`config.mk`:
```
export PLATFORM = sky130hd
export DESIGN_NAME = rtc_ptp_clock
export DESIGN_NICKNAME = d
export VERILOG_FILES = /design/src/rtc_pkg.sv /design/src/rtc_reg_if.sv /design/src/rtc_wrap_add.sv /design/src/rtc_axil_slave.sv /design/src/rtc_ptp_clock.sv
export SDC_FILE = /design/constraint.sdc
export NUM_CORES = 1
export LEC_CHECK = 0
export BUFFER_PORTS_ARGS = -buffer_cell sky130_fd_sc_hd__buf_4
export CAP_MARGIN = 10
export CELL_PAD_IN_SITES_DETAIL_PLACEMENT = 0
export CELL_PAD_IN_SITES_GLOBAL_PLACEMENT = 1
export CORE_ASPECT_RATIO = 1.5
export CORE_MARGIN = 2
export CORE_UTILIZATION = 45
export DETAILED_ROUTE_END_ITERATION = 8
export PLACE_DENSITY_LB_ADDON = 0.2
export SYNTH_ARGS = -nofsm -noshare
export SYNTH_HDL_FRONTEND = slang
export SYNTH_SLANG_ARGS = --single-unit
```
`constraint.sdc`:
```
create_clock -name ref_clk -period 21.5 [get_ports ref_clk]
set_clock_uncertainty 0.15 [all_clocks]
set_input_delay 4.3 -clock ref_clk [delete_from_list [all_inputs] [get_ports ref_clk]]
set_output_delay 4.3 -clock ref_clk [all_outputs]
set_load 0.03 [all_outputs]
```
`src/rtc_pkg.sv`:
```
package rtc_pkg;

  // Timing: the 25 MHz tick is five 8 ns reference cycles
  localparam int unsigned CLK_PERIOD_NS  = 8;
  localparam int unsigned TICK_PERIOD_NS = 40;
  localparam int unsigned PHASE_STEPS    = TICK_PERIOD_NS / CLK_PERIOD_NS;
  localparam logic [2:0]  PHASE_LAST     = 3'(PHASE_STEPS - 1);
  localparam logic [2:0]  PHASE_ZERO     = 3'h0;
  localparam logic [31:0] TICK_NS        = 32'(TICK_PERIOD_NS);
  localparam logic [31:0] NS_PER_SEC     = 32'h3B9ACA00;

  // Register indices; byte address is four times the index
  localparam int unsigned IDX_W       = 12;
  localparam logic [11:0] IDX_CTRL    = 12'h500;
  localparam logic [11:0] IDX_PHASE   = 12'h502;
  localparam logic [11:0] IDX_NS_HI   = 12'h504;
  localparam logic [11:0] IDX_NS_LO   = 12'h506;
  localparam logic [11:0] IDX_SEC_HI  = 12'h508;
  localparam logic [11:0] IDX_SEC_LO  = 12'h50A;
  localparam logic [11:0] IDX_RATE_HI = 12'h50C;
  localparam logic [11:0] IDX_RATE_LO = 12'h50E;

  // Control register fields
  localparam int unsigned CTL_FREQ_DIS = 15;
  localparam int unsigned CTL_STEP     = 6;
  localparam int unsigned CTL_STEP_DIR = 5;
  localparam int unsigned CTL_READ     = 4;
  localparam int unsigned CTL_LOAD     = 3;
  localparam int unsigned CTL_CONT     = 2;
  localparam int unsigned CTL_ENABLE   = 1;
  localparam int unsigned CTL_RESET    = 0;
  localparam logic [15:0] CTL_RW_MASK  = 16'h8026;

  // Rate register fields
  localparam int unsigned RATE_DIR   = 15;
  localparam int unsigned RATE_HI_W  = 14;
  localparam int unsigned RATE_W     = 30;
  localparam int unsigned FRAC_W     = 32;
  localparam logic [15:0] RATE_MASK  = 16'hFFFF;
  localparam logic [15:0] PHASE_MASK = 16'h0007;

  // Reset values and bus answers
  localparam logic [15:0] REG16_RST   = 16'h0000;
  localparam logic [1:0]  RESP_OKAY   = 2'h0;
  localparam logic [1:0]  RESP_SLVERR = 2'h2;

endpackage

```
`src/rtc_reg_if.sv`:
```
`timescale 1ns/10ps
interface rtc_reg_if;
  import rtc_pkg::*;
  logic              wrEn;
  logic [IDX_W-1:0]  wrIdx;
  logic              wrFar;
  logic [15:0]       wrData;
  logic [1:0]        wrStrb;
  logic              wrHit;
  logic [IDX_W-1:0]  rdIdx;
  logic              rdFar;
  logic [15:0]       rdData;
  logic              rdHit;

  modport bus  (output wrEn, wrIdx, wrFar, wrData, wrStrb, rdIdx, rdFar, input wrHit, rdData, rdHit);
  modport regs (input wrEn, wrIdx, wrFar, wrData, wrStrb, rdIdx, rdFar, output wrHit, rdData, rdHit);
endinterface

```
`src/rtc_wrap_add.sv`:
```
`timescale 1ns/10ps
module rtc_wrap_add
  import rtc_pkg::*;
#(
  parameter logic [31:0] LIMIT = NS_PER_SEC
)(
  // Operands, both below LIMIT
  input  wire logic [31:0] base,
  input  wire logic [31:0] delta,
  input  wire logic        sub,
  // Result and wrap into the next unit
  output logic [31:0]      result,
  output logic             carry,
  output logic             borrow
);
  logic [32:0] sum;

  always_comb
  begin
    sum    = {1'b0, base} + {1'b0, delta};
    result = sum[31:0];
    carry  = 1'b0;
    borrow = 1'b0;
    if (sub)
    begin
      if (base >= delta)
        result = base - delta;
      else
      begin
        result = base + (LIMIT - delta);
        borrow = 1'b1;
      end
    end
    else if (sum >= {1'b0, LIMIT})
    begin
      result = 32'(sum - {1'b0, LIMIT});
      carry  = 1'b1;
    end
  end
endmodule // rtc_wrap_add

```
`src/rtc_axil_slave.sv`:
```
`timescale 1ns/10ps
module rtc_axil_slave
  import rtc_pkg::*;
#(
  parameter int unsigned ADDR_W = 16
)(
  // Clock and reset
  input  wire logic              ref_clk,
  input  wire logic              rst,
  // Write address and data
  input  wire logic [ADDR_W-1:0] s_axi_awaddr,
  input  wire logic              s_axi_awvalid,
  output logic                   s_axi_awready,
  input  wire logic [31:0]       s_axi_wdata,
  input  wire logic [3:0]        s_axi_wstrb,
  input  wire logic              s_axi_wvalid,
  output logic                   s_axi_wready,
  output logic [1:0]             s_axi_bresp,
  output logic                   s_axi_bvalid,
  input  wire logic              s_axi_bready,
  // Read
  input  wire logic [ADDR_W-1:0] s_axi_araddr,
  input  wire logic              s_axi_arvalid,
  output logic                   s_axi_arready,
  output logic [31:0]            s_axi_rdata,
  output logic [1:0]             s_axi_rresp,
  output logic                   s_axi_rvalid,
  input  wire logic              s_axi_rready,
  // Register side
  rtc_reg_if.bus                 rb
);
  logic [ADDR_W-1:0] awAddr_r;
  logic              awHeld_r;
  logic [15:0]       wData_r;
  logic [1:0]        wStrb_r;
  logic              wHeld_r;
  logic              wrGo;

  assign s_axi_awready = !awHeld_r;
  assign s_axi_wready  = !wHeld_r;
  assign s_axi_arready = !s_axi_rvalid;
  assign wrGo          = awHeld_r && wHeld_r && !s_axi_bvalid;

  assign rb.wrEn   = wrGo;
  assign rb.wrIdx  = awAddr_r[IDX_W+1:2];
  assign rb.wrFar  = |awAddr_r[ADDR_W-1:IDX_W+2];
  assign rb.wrData = wData_r;
  assign rb.wrStrb = wStrb_r;
  assign rb.rdIdx  = s_axi_araddr[IDX_W+1:2];
  assign rb.rdFar  = |s_axi_araddr[ADDR_W-1:IDX_W+2];

  // Address and data are caught independently, in either order
  always_ff @(posedge ref_clk or posedge rst)
  begin
    if (rst)
    begin
      awAddr_r <= '0;
      awHeld_r <= 1'b0;
      wData_r  <= REG16_RST;
      wStrb_r  <= 2'h0;
      wHeld_r  <= 1'b0;
    end
    else
    begin
      if (s_axi_awvalid && s_axi_awready)
      begin
        awAddr_r <= s_axi_awaddr;
        awHeld_r <= 1'b1;
      end
      else if (wrGo)
        awHeld_r <= 1'b0;
      if (s_axi_wvalid && s_axi_wready)
      begin
        wData_r <= s_axi_wdata[15:0];
        wStrb_r <= s_axi_wstrb[1:0];
        wHeld_r <= 1'b1;
      end
      else if (wrGo)
        wHeld_r <= 1'b0;
    end
  end

  always_ff @(posedge ref_clk or posedge rst)
  begin
    if (rst)
    begin
      s_axi_bvalid <= 1'b0;
      s_axi_bresp  <= RESP_OKAY;
    end
    else if (wrGo)
    begin
      s_axi_bvalid <= 1'b1;
      s_axi_bresp  <= rb.wrHit ? RESP_OKAY : RESP_SLVERR;
    end
    else if (s_axi_bready)
      s_axi_bvalid <= 1'b0;
  end

  always_ff @(posedge ref_clk or posedge rst)
  begin
    if (rst)
    begin
      s_axi_rvalid <= 1'b0;
      s_axi_rdata  <= '0;
      s_axi_rresp  <= RESP_OKAY;
    end
    else if (s_axi_arvalid && s_axi_arready)
    begin
      s_axi_rvalid <= 1'b1;
      s_axi_rdata  <= {16'h0000, rb.rdData};
      s_axi_rresp  <= rb.rdHit ? RESP_OKAY : RESP_SLVERR;
    end
    else if (s_axi_rready)
      s_axi_rvalid <= 1'b0;
  end
endmodule // rtc_axil_slave

```
`src/rtc_ptp_clock.sv`:
```
// Local design decision: the AXI4-Lite interface to the registers.
`timescale 1ns/10ps
////////////////////////////////////////////////////////////////////////////////
// Function
// Step direction zero subtracts the step value from the clock.
// Step command adds or subtracts the nanosecond hold value; one means add.
// Read command copies live phase, nanoseconds, seconds into time registers.
// Load command overwrites live clock from the time registers.
// Continuous adjust applies the fractional rate every 25 MHz tick when enabled.
// Rate sign bit in rate high word selects add or subtract.
// Fractional rate is 30 bits: 14 high, 16 low; sign one adds.
// Clock advances only while the enable bit is one.
// Software keeps the clock enabled while trigger output units are used.
// Reset command returns the clock to zero; command bit reads zero.
// Three-bit phase names the 8 ns step within 40 ns; resets zero.
// Phase codes 0..4 mean 0..32 ns; codes 5..7 are invalid.
// Nanoseconds are 32 bits as two 16-bit words, reset zero.
// Seconds are 32 bits as two 16-bit words, reset zero.
// Each tick adds 40 ns plus correction; wraps at one billion into seconds.
module rtc_ptp_clock
  import rtc_pkg::*;
#(
  parameter int unsigned ADDR_W = 16
)(
  // Clock and reset
  input  wire logic              ref_clk,
  input  wire logic              rst,
  // AXI4-Lite write
  input  wire logic [ADDR_W-1:0] s_axi_awaddr,
  input  wire logic              s_axi_awvalid,
  output logic                   s_axi_awready,
  input  wire logic [31:0]       s_axi_wdata,
  input  wire logic [3:0]        s_axi_wstrb,
  input  wire logic              s_axi_wvalid,
  output logic                   s_axi_wready,
  output logic [1:0]             s_axi_bresp,
  output logic                   s_axi_bvalid,
  input  wire logic              s_axi_bready,
  // AXI4-Lite read
  input  wire logic [ADDR_W-1:0] s_axi_araddr,
  input  wire logic              s_axi_arvalid,
  output logic                   s_axi_arready,
  output logic [31:0]            s_axi_rdata,
  output logic [1:0]             s_axi_rresp,
  output logic                   s_axi_rvalid,
  input  wire logic              s_axi_rready,
  // Live time
  output logic [2:0]             rtcPhase,
  output logic [31:0]            rtcNanosec,
  output logic [31:0]            rtcSeconds,
  output logic                   rtcTick,
  // Control levels for the rest of the switch
  output logic                   rtcEnabled,
  output logic                   freqAdjDisable
);

  generate
    if (ADDR_W < IDX_W + 3 || ADDR_W > 32)
    begin : g_bad_addr
      $error("rtc_ptp_clock: ADDR_W must be 15 to 32");
    end
    // Three phase bits must name every reference cycle of one tick
    if (PHASE_STEPS * CLK_PERIOD_NS != TICK_PERIOD_NS || PHASE_STEPS > 8 || FRAC_W < RATE_W)
    begin : g_bad_tick
      $error("rtc_ptp_clock: tick must be up to 8 whole clock periods, fraction must hold the rate");
    end
  endgenerate

  ////////////////////////////////////////////////////////////////////////////////
  // Bus front end

  rtc_reg_if rb ();

  rtc_axil_slave #(.ADDR_W(ADDR_W)) u_slave (
    .ref_clk       (ref_clk),
    .rst           (rst),
    .s_axi_awaddr  (s_axi_awaddr),
    .s_axi_awvalid (s_axi_awvalid),
    .s_axi_awready (s_axi_awready),
    .s_axi_wdata   (s_axi_wdata),
    .s_axi_wstrb   (s_axi_wstrb),
    .s_axi_wvalid  (s_axi_wvalid),
    .s_axi_wready  (s_axi_wready),
    .s_axi_bresp   (s_axi_bresp),
    .s_axi_bvalid  (s_axi_bvalid),
    .s_axi_bready  (s_axi_bready),
    .s_axi_araddr  (s_axi_araddr),
    .s_axi_arvalid (s_axi_arvalid),
    .s_axi_arready (s_axi_arready),
    .s_axi_rdata   (s_axi_rdata),
    .s_axi_rresp   (s_axi_rresp),
    .s_axi_rvalid  (s_axi_rvalid),
    .s_axi_rready  (s_axi_rready),
    .rb            (rb)
  );

  ////////////////////////////////////////////////////////////////////////////////
  // Registers

  logic [15:0] ctrl_r;
  logic [2:0]  holdPhase_r;
  logic [31:0] holdNs_r;
  logic [31:0] holdSec_r;
  logic [15:0] rateHi_r;
  logic [15:0] rateLo_r;

  logic [2:0]        phase_r;
  logic [31:0]       ns_r;
  logic [31:0]       sec_r;
  logic [FRAC_W-1:0] frac_r;

  function automatic logic [15:0] merge16(input logic [15:0] old, input logic [15:0] val,
                                          input logic [1:0] strb);
    merge16 = {strb[1] ? val[15:8] : old[15:8], strb[0] ? val[7:0] : old[7:0]};
  endfunction

  logic wrOk;
  logic wrCtrl;
  logic cmdStep;
  logic cmdRead;
  logic cmdLoad;
  logic cmdReset;

  assign wrOk     = rb.wrEn && rb.wrHit;
  assign wrCtrl   = wrOk && (rb.wrIdx == IDX_CTRL) && rb.wrStrb[0];
  assign cmdStep  = wrCtrl && rb.wrData[CTL_STEP];
  assign cmdRead  = wrCtrl && rb.wrData[CTL_READ];
  assign cmdLoad  = wrCtrl && rb.wrData[CTL_LOAD];
  assign cmdReset = wrCtrl && rb.wrData[CTL_RESET];

  // Commands act in the cycle they are written, so they are never stored and read zero
  always_ff @(posedge ref_clk or posedge rst)
  begin
    if (rst)
      ctrl_r <= REG16_RST;
    else if (wrOk && rb.wrIdx == IDX_CTRL)
      ctrl_r <= merge16(ctrl_r, rb.wrData, rb.wrStrb) & CTL_RW_MASK;
  end

  always_ff @(posedge ref_clk or posedge rst)
  begin
    if (rst)
    begin
      rateHi_r <= REG16_RST;
      rateLo_r <= REG16_RST;
    end
    else if (wrOk)
    begin
      if (rb.wrIdx == IDX_RATE_HI)
        rateHi_r <= merge16(rateHi_r, rb.wrData, rb.wrStrb) & RATE_MASK;
      if (rb.wrIdx == IDX_RATE_LO)
        rateLo_r <= merge16(rateLo_r, rb.wrData, rb.wrStrb);
    end
  end

  // Time registers: written by software, or snapshot of the live clock
  always_ff @(posedge ref_clk or posedge rst)
  begin
    if (rst)
    begin
      holdPhase_r <= PHASE_ZERO;
      holdNs_r    <= '0;
      holdSec_r   <= '0;
    end
    else if (cmdRead)
    begin
      holdPhase_r <= phase_r;
      holdNs_r    <= ns_r;
      holdSec_r   <= sec_r;
    end
    else if (wrOk)
    begin
      case (rb.wrIdx)
        IDX_PHASE:  holdPhase_r <= rb.wrStrb[0] ? rb.wrData[2:0] : holdPhase_r;
        IDX_NS_HI:  holdNs_r[31:16] <= merge16(holdNs_r[31:16], rb.wrData, rb.wrStrb);
        IDX_NS_LO:  holdNs_r[15:0] <= merge16(holdNs_r[15:0], rb.wrData, rb.wrStrb);
        IDX_SEC_HI: holdSec_r[31:16] <= merge16(holdSec_r[31:16], rb.wrData, rb.wrStrb);
        IDX_SEC_LO: holdSec_r[15:0] <= merge16(holdSec_r[15:0], rb.wrData, rb.wrStrb);
        default:    holdPhase_r <= holdPhase_r;
      endcase
    end
  end

  ////////////////////////////////////////////////////////////////////////////////
  // Register decode

  function automatic logic idxKnown(input logic [IDX_W-1:0] idx);
    case (idx)
      IDX_CTRL, IDX_PHASE, IDX_NS_HI, IDX_NS_LO,
      IDX_SEC_HI, IDX_SEC_LO, IDX_RATE_HI, IDX_RATE_LO: idxKnown = 1'b1;
      default: idxKnown = 1'b0;
    endcase
  endfunction

  assign rb.wrHit = !rb.wrFar && idxKnown(rb.wrIdx);
  assign rb.rdHit = !rb.rdFar && idxKnown(rb.rdIdx);

  // Reserved phase bits and unmapped words read as zero
  always_comb
  begin
    case (rb.rdIdx)
      IDX_CTRL:    rb.rdData = ctrl_r;
      IDX_PHASE:   rb.rdData = {13'h0000, holdPhase_r} & PHASE_MASK;
      IDX_NS_HI:   rb.rdData = holdNs_r[31:16];
      IDX_NS_LO:   rb.rdData = holdNs_r[15:0];
      IDX_SEC_HI:  rb.rdData = holdSec_r[31:16];
      IDX_SEC_LO:  rb.rdData = holdSec_r[15:0];
      IDX_RATE_HI: rb.rdData = rateHi_r;
      IDX_RATE_LO: rb.rdData = rateLo_r;
      default:     rb.rdData = REG16_RST;
    endcase
    if (rb.rdFar)
      rb.rdData = REG16_RST;
  end

  ////////////////////////////////////////////////////////////////////////////////
  // Tick and fractional correction

  logic              running;
  logic              tickNow;
  logic [RATE_W-1:0] rateVal;
  logic              rateAdd;
  logic [FRAC_W:0]   fracSum;
  logic [31:0]       tickDelta;

  assign running = ctrl_r[CTL_ENABLE];
  assign tickNow = running && (phase_r >= PHASE_LAST);
  assign rateVal = {rateHi_r[RATE_HI_W-1:0], rateLo_r};
  assign rateAdd = rateHi_r[RATE_DIR];

  // The fraction carries into whole nanoseconds, so the long-term rate is exact
  always_comb
  begin
    if (rateAdd)
      fracSum = {1'b0, frac_r} + {{(FRAC_W + 1 - RATE_W){1'b0}}, rateVal};
    else
      fracSum = {1'b0, frac_r} - {{(FRAC_W + 1 - RATE_W){1'b0}}, rateVal};
    tickDelta = TICK_NS;
    if (ctrl_r[CTL_CONT] && fracSum[FRAC_W])
      tickDelta = rateAdd ? TICK_NS + 32'h00000001 : TICK_NS - 32'h00000001;
  end

  ////////////////////////////////////////////////////////////////////////////////
  // Nanosecond arithmetic

  logic [31:0] nsTicked;
  logic        tickCarry;
  logic [31:0] nsStepped;
  logic        stepCarry;
  logic        stepBorrow;

  rtc_wrap_add #(.LIMIT(NS_PER_SEC)) u_tick_add (
    .base   (ns_r),
    .delta  (tickNow ? tickDelta : 32'h00000000),
    .sub    (1'b0),
    .result (nsTicked),
    .carry  (tickCarry),
    .borrow ()
  );

  // Direction comes from the same write as the step bit, so one write aims and fires
  logic stepAdd;
  assign stepAdd = rb.wrData[CTL_STEP_DIR];

  // Step is applied on top of the tick so a coincident tick is not lost
  rtc_wrap_add #(.LIMIT(NS_PER_SEC)) u_step_add (
    .base   (nsTicked),
    .delta  (cmdStep ? holdNs_r : 32'h00000000),
    .sub    (!stepAdd),
    .result (nsStepped),
    .carry  (stepCarry),
    .borrow (stepBorrow)
  );

  ////////////////////////////////////////////////////////////////////////////////
  // Live clock

  // Invalid phase codes load as zero rather than running past the tick
  always_ff @(posedge ref_clk or posedge rst)
  begin
    if (rst)
      phase_r <= PHASE_ZERO;
    else if (cmdReset)
      phase_r <= PHASE_ZERO;
    else if (cmdLoad)
      phase_r <= (holdPhase_r > PHASE_LAST) ? PHASE_ZERO : holdPhase_r;
    else if (running)
      phase_r <= tickNow ? PHASE_ZERO : phase_r + 3'h1;
  end

  // Software reset outranks load, which outranks tick and step
  always_ff @(posedge ref_clk or posedge rst)
  begin
    if (rst)
    begin
      ns_r  <= '0;
      sec_r <= '0;
    end
    else if (cmdReset)
    begin
      ns_r  <= '0;
      sec_r <= '0;
    end
    else if (cmdLoad)
    begin
      ns_r  <= holdNs_r;
      sec_r <= holdSec_r;
    end
    else
    begin
      ns_r  <= nsStepped;
      sec_r <= sec_r + {31'h00000000, tickCarry} + {31'h00000000, stepCarry}
               - {31'h00000000, stepBorrow};
    end
  end

  // Fraction clears on a reset or load command and otherwise moves only on an enabled tick with continuous adjust on
  always_ff @(posedge ref_clk or posedge rst)
  begin
    if (rst)
      frac_r <= '0;
    else if (cmdReset || cmdLoad)
      frac_r <= '0;
    else if (tickNow && ctrl_r[CTL_CONT])
      frac_r <= fracSum[FRAC_W-1:0];
  end

  // Pulse trails the tick by one cycle so it lines up with the new count
  always_ff @(posedge ref_clk or posedge rst)
  begin
    if (rst)
      rtcTick <= 1'b0;
    else
      rtcTick <= tickNow;
  end

  ////////////////////////////////////////////////////////////////////////////////
  // Outputs

  assign rtcPhase       = phase_r;
  assign rtcNanosec     = ns_r;
  assign rtcSeconds     = sec_r;
  assign rtcEnabled     = ctrl_r[CTL_ENABLE];
  assign freqAdjDisable = ctrl_r[CTL_FREQ_DIS];

endmodule // rtc_ptp_clock

```
# ---- Yosys cells after proc, flatten, opt, wreduce, memory -nomap -nowiden
# Index checks and enable logic that the tools add are counted.
dict set report totals {
  output_inout_bits 111
  ff_bits 261
  ram_bits 0
  wordCells 173
  latch_bits 0
  romBits 0
  in_bits 75
  n_memories 0
}
dict set report classes {
  n_shift 0
  eq_ne 16
  bitwise_logic 0
  n_addsub 13
  n_div 0
  order_cmp 5
  reduce_logical 57
  n_mux 52
  n_mul 0
}
# operator n
set ops {}
lappend ops {{$mux 32} 16}
lappend ops {{$eq 12x11->1 const B} 16}
lappend ops {{$pmux 16 s8} 1}
lappend ops {{$mux 16} 5}
lappend ops {{$add 32x32->33} 2}
lappend ops {{$ge 33x30->1 const B} 2}
lappend ops {{$add 32x1->32} 2}
lappend ops {{$sub 32x30->32 const B} 2}
lappend ops {{$reduce_and 3->1} 13}
lappend ops {{$add 32x30->33} 1}
lappend ops {{$mux 33} 1}
lappend ops {{$sub 32x30->33} 1}
lappend ops {{$add 32x32->32} 1}
lappend ops {{$ge 32x32->1} 1}
lappend ops {{$sub 30x32->32 const A} 1}
lappend ops {{$sub 32x1->32} 1}
lappend ops {{$sub 32x32->32} 1}
lappend ops {{$mux 3} 9}
lappend ops {{$reduce_bool 2->1} 13}
lappend ops {{$logic_and 1x1->1} 17}
lappend ops {{$mux 8} 2}
lappend ops {{$reduce_or 8->1} 2}
lappend ops {{$mux 1} 14}
lappend ops {{$mux 4} 2}
lappend ops {{9 further kinds} 17}

# ---- Logic depth before layout (Yosys ltp)
dict set report logic_depth {
  ltp_word 17
  mapped_depth 69
}

# ---- By module
# Synthesis repeated with hierarchy kept, for this count alone.
dict set report unflattened {
  cells_unflattened 4034
  area_unflattened_um2 30993.5
}
# module cells_per_inst seq_area_each_um2 n_inst area_each_um2
set modules_own_cells {}
lappend modules_own_cells {rtc_ptp_clock 1611 5079.9 1 13230.2}
lappend modules_own_cells {{rtc_wrap_add (u_step_add)} 1136 0.0 1 7634.8}
lappend modules_own_cells {{rtc_wrap_add (u_tick_add)} 1116 0.0 1 7617.3}
lappend modules_own_cells {rtc_axil_slave 171 1351.3 1 2511.2}

# ---- Least setup slack after synthesis
# Ideal clock, no wire load.
dict set report synth_timing {
  path_kind {register to register}
  from {register rateLo_r[5]}
  to {register sec_r[28], in the netlist rtcSeconds[28]}
  path_buffers 1
  setup_slack_ps 7167
  path_stages_with_launch 62
  required_ps 21230
  arrival_ps 14063
  path_cell_list {dfrtp_1 -> or4_4 -> nor3_1 -> and2_1 -> nand2_1 -> nor2_1 -> nand2_1 -> nor2_1 -> a21oi_1 -> xnor2_1 -> ha_1 -> a21o_1 -> a21o_1 -> a21oi_1 -> and2_1 -> nand2_1 -> a211oi_1 -> o31ai_1 -> [26 not listed] -> fa_1 -> nor2b_1 -> o21ai_0 -> a21boi_0 -> o21ai_0 -> a21boi_0 -> o21ai_0 -> a21oi_1 -> o21a_1 -> o41ai_1 -> o311ai_0 -> nand3_1 -> a31oi_1 -> a2111oi_0 -> o21bai_1 -> a21oi_1 -> mux2i_1 -> nor2_1}
}
dict set report synth_between {
  elab_chain_cells 16
}
# item line
set synth_lines {}
lappend synth_lines {{start: declaration} rtc_ptp_clock.sv:105} ;# logic [15:0] rateLo_r;
lappend synth_lines {{start signal: assignment} rtc_ptp_clock.sv:152} ;# rateLo_r <= merge16(rateLo_r, rb.wrData, rb.wrStrb);
lappend synth_lines {{$sub 32x30->33 or $add 32x30->33 (tied branches)} {rtc_ptp_clock.sv:237, rtc_ptp_clock.sv:235}}
lappend synth_lines {{$mux 33 *} rtc_ptp_clock.sv:234} ;# if (rateAdd)
lappend synth_lines {{$logic_and 1x1->1 *} rtc_ptp_clock.sv:239} ;# if (ctrl_r[CTL_CONT] && fracSum[FRAC_W])
lappend synth_lines {{$mux 4 *} rtc_ptp_clock.sv:239}
lappend synth_lines {{$mux 32 *} rtc_ptp_clock.sv:254} ;# .delta (tickNow ? tickDelta : 32'h00000000),
lappend synth_lines {{$add 32x32->33 *} rtc_wrap_add.sv:20} ;# sum = {1'b0, base} + {1'b0, delta};
lappend synth_lines {{$sub 32x30->32 or $ge 33x30->1 (tied branches)} {rtc_wrap_add.sv:36, rtc_wrap_add.sv:34}}
lappend synth_lines {{$mux 32} rtc_wrap_add.sv:34} ;# else if (sum >= {1'b0, LIMIT})
lappend synth_lines {{$add 32x32->33} rtc_wrap_add.sv:20}
lappend synth_lines {{$ge 33x30->1} rtc_wrap_add.sv:34}
lappend synth_lines {{$mux 1} rtc_wrap_add.sv:34}
lappend synth_lines {{$mux 1} rtc_wrap_add.sv:24} ;# if (sub)
lappend synth_lines {{$add 32x1->32} rtc_ptp_clock.sv:312} ;# sec_r <= sec_r + {31'h00000000, tickCarry} + {31'h00000000, stepCarry}
lappend synth_lines {{$sub 32x1->32 *} rtc_ptp_clock.sv:313} ;# - {31'h00000000, stepBorrow};
lappend synth_lines {{$mux 32 *} rtc_ptp_clock.sv:304} ;# else if (cmdLoad)
lappend synth_lines {{$mux 32 *} rtc_ptp_clock.sv:299} ;# else if (cmdReset)
lappend synth_lines {{end signal: assignment} rtc_ptp_clock.sv:307} ;# sec_r <= holdSec_r;
lappend synth_lines {{end signal: assignment} rtc_ptp_clock.sv:312}
lappend synth_lines {{end: declaration} rtc_ptp_clock.sv:109} ;# logic [31:0] sec_r;
# Mark *: on every way between the ends. The rest lies on a longest branch, timed or not.
# A chain may end at the register's enable or synchronous reset.

# ---- Worst setup path after layout
dict set report layout_timing {
  from {register rateLo_r[5]}
  to {register sec_r[30], in the netlist rtcSeconds[30]}
}
# Same word-level chain as after synthesis.

==> metrics.md <==
| Metric | Value |
|---|---|
| Die area | about 52000 um2 |
| Most frequent cells in the layout | a21oi_1 (313), nand2_1 (264), nor2_1 (262), dfrtp_1 (257), inv_1 (211) |
| Clk slew on worst S/H paths | 0.07 ns |
| H-tree depth | 1 |
| Comb pwr share | 72.8% |
| Post-Synthesis Cells | roughly 2800 |
| Seq pwr share | 16.3% |
| Dpl cells | between 3000 and 4000 |
| Crit Path Max Fanout | 18 |
| Part of the cycle the worst path needs | 85.66% |
| Critical path type | flop to flop |
| Post-CTS setup buffers | 0 |
| Mean post-synth cell area | 8.068 um2 |
| Commonest non-fill, non-tap cell in the layout | a21oi_1 |
| CTS buffer count | 28 |
| Post-route antenna net violation count | 0 |
| Post-CTS resize count | 0 |
| VDD IR max | 0.1033 mV |
| Worst hold slack | around 0.33 ns |
| Fmax | ~54 MHz |
| IO Count | 186 |
| Post-synthesis sequential area ratio | 28.65% |
| DRC | 0 |
| Clk pwr share | 10.9% |
| Worst Max-Slew Pin Slew | 1.260 ns |
| YS warnings | 0 |
| Finished Cell Area | approximately 25000 um2 |
| Area of the core | 49420 um2 |
| Max-cap viol count | 0 |
| Post-DP HPWL | 64880 um |
| Vias post-DR | 21160 |
| Req. time, crit path | 21.81 ns |
| Relative slew slack | 15.67% |
| Arrival time worst endpoint | 18.72 ns |
| Setup violators final | 0 |
| Pint | 2.249 mW |
| PD cells | 191.7 nW/um2 |
| Tmin final | around 18 ns |
| Initial DRT Pass Iterations | 5 |
| Post-DR wirelength/cell | 23.23 um |
| GRT Resource Usage Total | between 30% and 40% |
| Hold Buf Count CTS | 0 |
| Setup_tns | 0 ns |
| Slew Limit Fails | 0 |
| RD Place Congestion | 0.9696 |
| Final Core Density | 50.69% |
| Sw frac | 53.18% |
| Largest net degree at the start of global routing | 127 |
| Fin. Hold Viols | 0 |
| Most used DFF post-synth | dfrtp_1 |
| Delay of the slowest critical-path stage | 0.82 ns |
| CTS max path bufs | 3 |
| Synth async-reset ratio | 100.0% |
| # clock sinks | ~260 |
| Clk_lat worst skew | 0.58 ns |
| Layout cell share with drive strength beyond 1 | 11.30% |
| CP max-delay cell | a211oi_1 |
| Flops & latches, synth | 257 |
| Vias in the first global route | 20970 |
| Crit end category | flop |
| Initial antenna violation count | 0 |
| FP Rows | 100 |
| Chip width | between 150 and 200 um |
| Total wire length | 82660 um |
| Antenna diodes | 0 |
| Dpl ws | slightly below 3 ns |
| Outcome | finished, final reports clean |
| Vias per cell | a little under 6 |
| Final nets | ~3200 |
| Worst min path class | flop to flop |
| Total design power | ~4.8 mW |
| Crit start category | flop |
| Synthesis-to-layout area growth | 11.62% |
| RSZ-0062 raised after global routing | no |
| Pleak | between 10 and 15 nW |
| EDFF count, synth | 0 |
| Sw Pwr | 2.554 mW |
| First-pass GRT wire length | 125200 um |
| Final WS setup | 3.083 ns |
| DIE HEIGHT | 277.5 um |
| Clock Root Buffer | clkbuf_16 |
| CTS tree | built |
| # port buffers | 145 |
| GR Overflow Total | 0 |
| Non-Filler Instances | between 3000 and 4000 |
| Initial Util | 45.41% |
| Placed cell areas | 24070 um2 |
| Mapped Area | around 22000 um2 |
| Starting DRC count in detailed routing | about 1600 |
| Unique masters post-synth | 95 |
==> synthesized netlist by cell type, types with 11 or more instances <==
cell type	n	area [um2]
and3_1	22	137.6
a22oi_1	32	240.2
a221oi_1	18	157.7
xor2_1	83	727.0
or3_1	20	125.1
fa_1	23	460.4
nor2_1	262	983.4
nand4_1	17	106.4
nor3_1	69	345.3
dfrtp_1	257	6431
a211oi_1	25	187.7
nand2_1	266	998.5
ha_1	179	2240
and2_1	30	187.7
nor4_1	19	118.9
o21ai_0	169	845.8
or2_2	11	68.82
xnor2_1	138	1209
a21oi_1	314	1572
a31oi_1	31	193.9
nand3_1	63	315.3
a21o_1	32	240.2
o31ai_1	19	142.6
o211ai_1	32	240.2
inv_1	212	795.8
buf_4	18	135.1
nor2b_1	20	125.1
o21a_1	21	157.7
mux2i_1	15	150.1
nand2b_1	23	143.9
mux2_2	58	653.1
o21bai_1	20	150.1
clkbuf_1	101	379.1
==> layer usage <==
layer  global-route usage, %  wire length (um)  vias to the layer above
li1                        -                 -                     9937
met5                       0                 0                        -
met4                   19.67              6025                        0
met2                   56.49             41530                      725
met1                   35.11             30960                    10280
met3                   3.441              4138                      215
==> path summary, 6_finish.rpt <==
kind,startpoint,end,slack [ns],cells past startpoint
worst min-delay path,ctrl_r[5],ctrl_r[5],0.33,2
max in group asynchronous,rst,u_slave.awAddr_r[4],15.86,3
worst max register to register,rateLo_r[5],rtcSeconds[30],3.08,66
worst max-delay path,rateLo_r[5],rtcSeconds[30],3.08,66
worst min register to register,ctrl_r[5],ctrl_r[5],0.33,2
min in group asynchronous,rst,rtcSeconds[16],3.79,2
==> area by class of cell <==
class	instances	area (um2)
clock buffer	34	754.5
tap	663	829.5
inverter	215	817.0
timing repair buffer	169	1266
fill	4944	24370
clock inverter	18	220.2
sequential	257	6431
multi-input combinational	2202	14730
==> registers in the layout (all words and copies together) (netlist names), 2 cells and up <==
signal / cells
u_slave.rb.wrStrb: 2
u_slave.awAddr_r: 14
rtcNanosec: 32
holdSec_r: 32
rateLo_r: 16
rateHi_r: 16
rtcSeconds: 32
frac_r: 32
holdPhase_r: 3
ctrl_r: 4
holdNs_r: 32
u_slave.s_axi_rdata: 16
u_slave.rb.wrData: 16
rtcPhase: 3
==> worst max-delay path: cells and delay by family (launching register included) <==
kind / cells / cell delay (ns)
xor+xnor: 5 / 1.48
simple gates: 22 / 5.74
flops: 1 / 0.47
fa+ha+maj: 5 / 1.88
compound gates: 30 / 7.85
buf+inv: 4 / 0.68
==> cell families after synthesis <==
kind of cell | Yosys count | synth area share [%]
simple gates | 873 | 18.43
compound gates | 815 | 22.57
buf+inv | 340 | 6.099
flops | 257 | 28.65
xor+xnor | 221 | 8.624
fa+ha+maj | 202 | 12.03
mux | 73 | 3.579
other cells | 1 | 0.01671
==> power groups by stage <==
| stage | clock network [mW] | registers, mW | logic [mW] |
|---|---|---|---|
| after floorplan | 0 | 0.813 | 2.45 |
| after global placement | 0 | 0.786 | 3.41 |
| after detailed placement | 0 | 0.788 | 3.45 |
| after CTS | 0.528 | 0.780 | 3.48 |
| after global routing | 0.548 | 0.793 | 3.84 |
| final | 0.523 | 0.785 | 3.50 |
No activity file was read; power rests on OpenSTA's default activity.
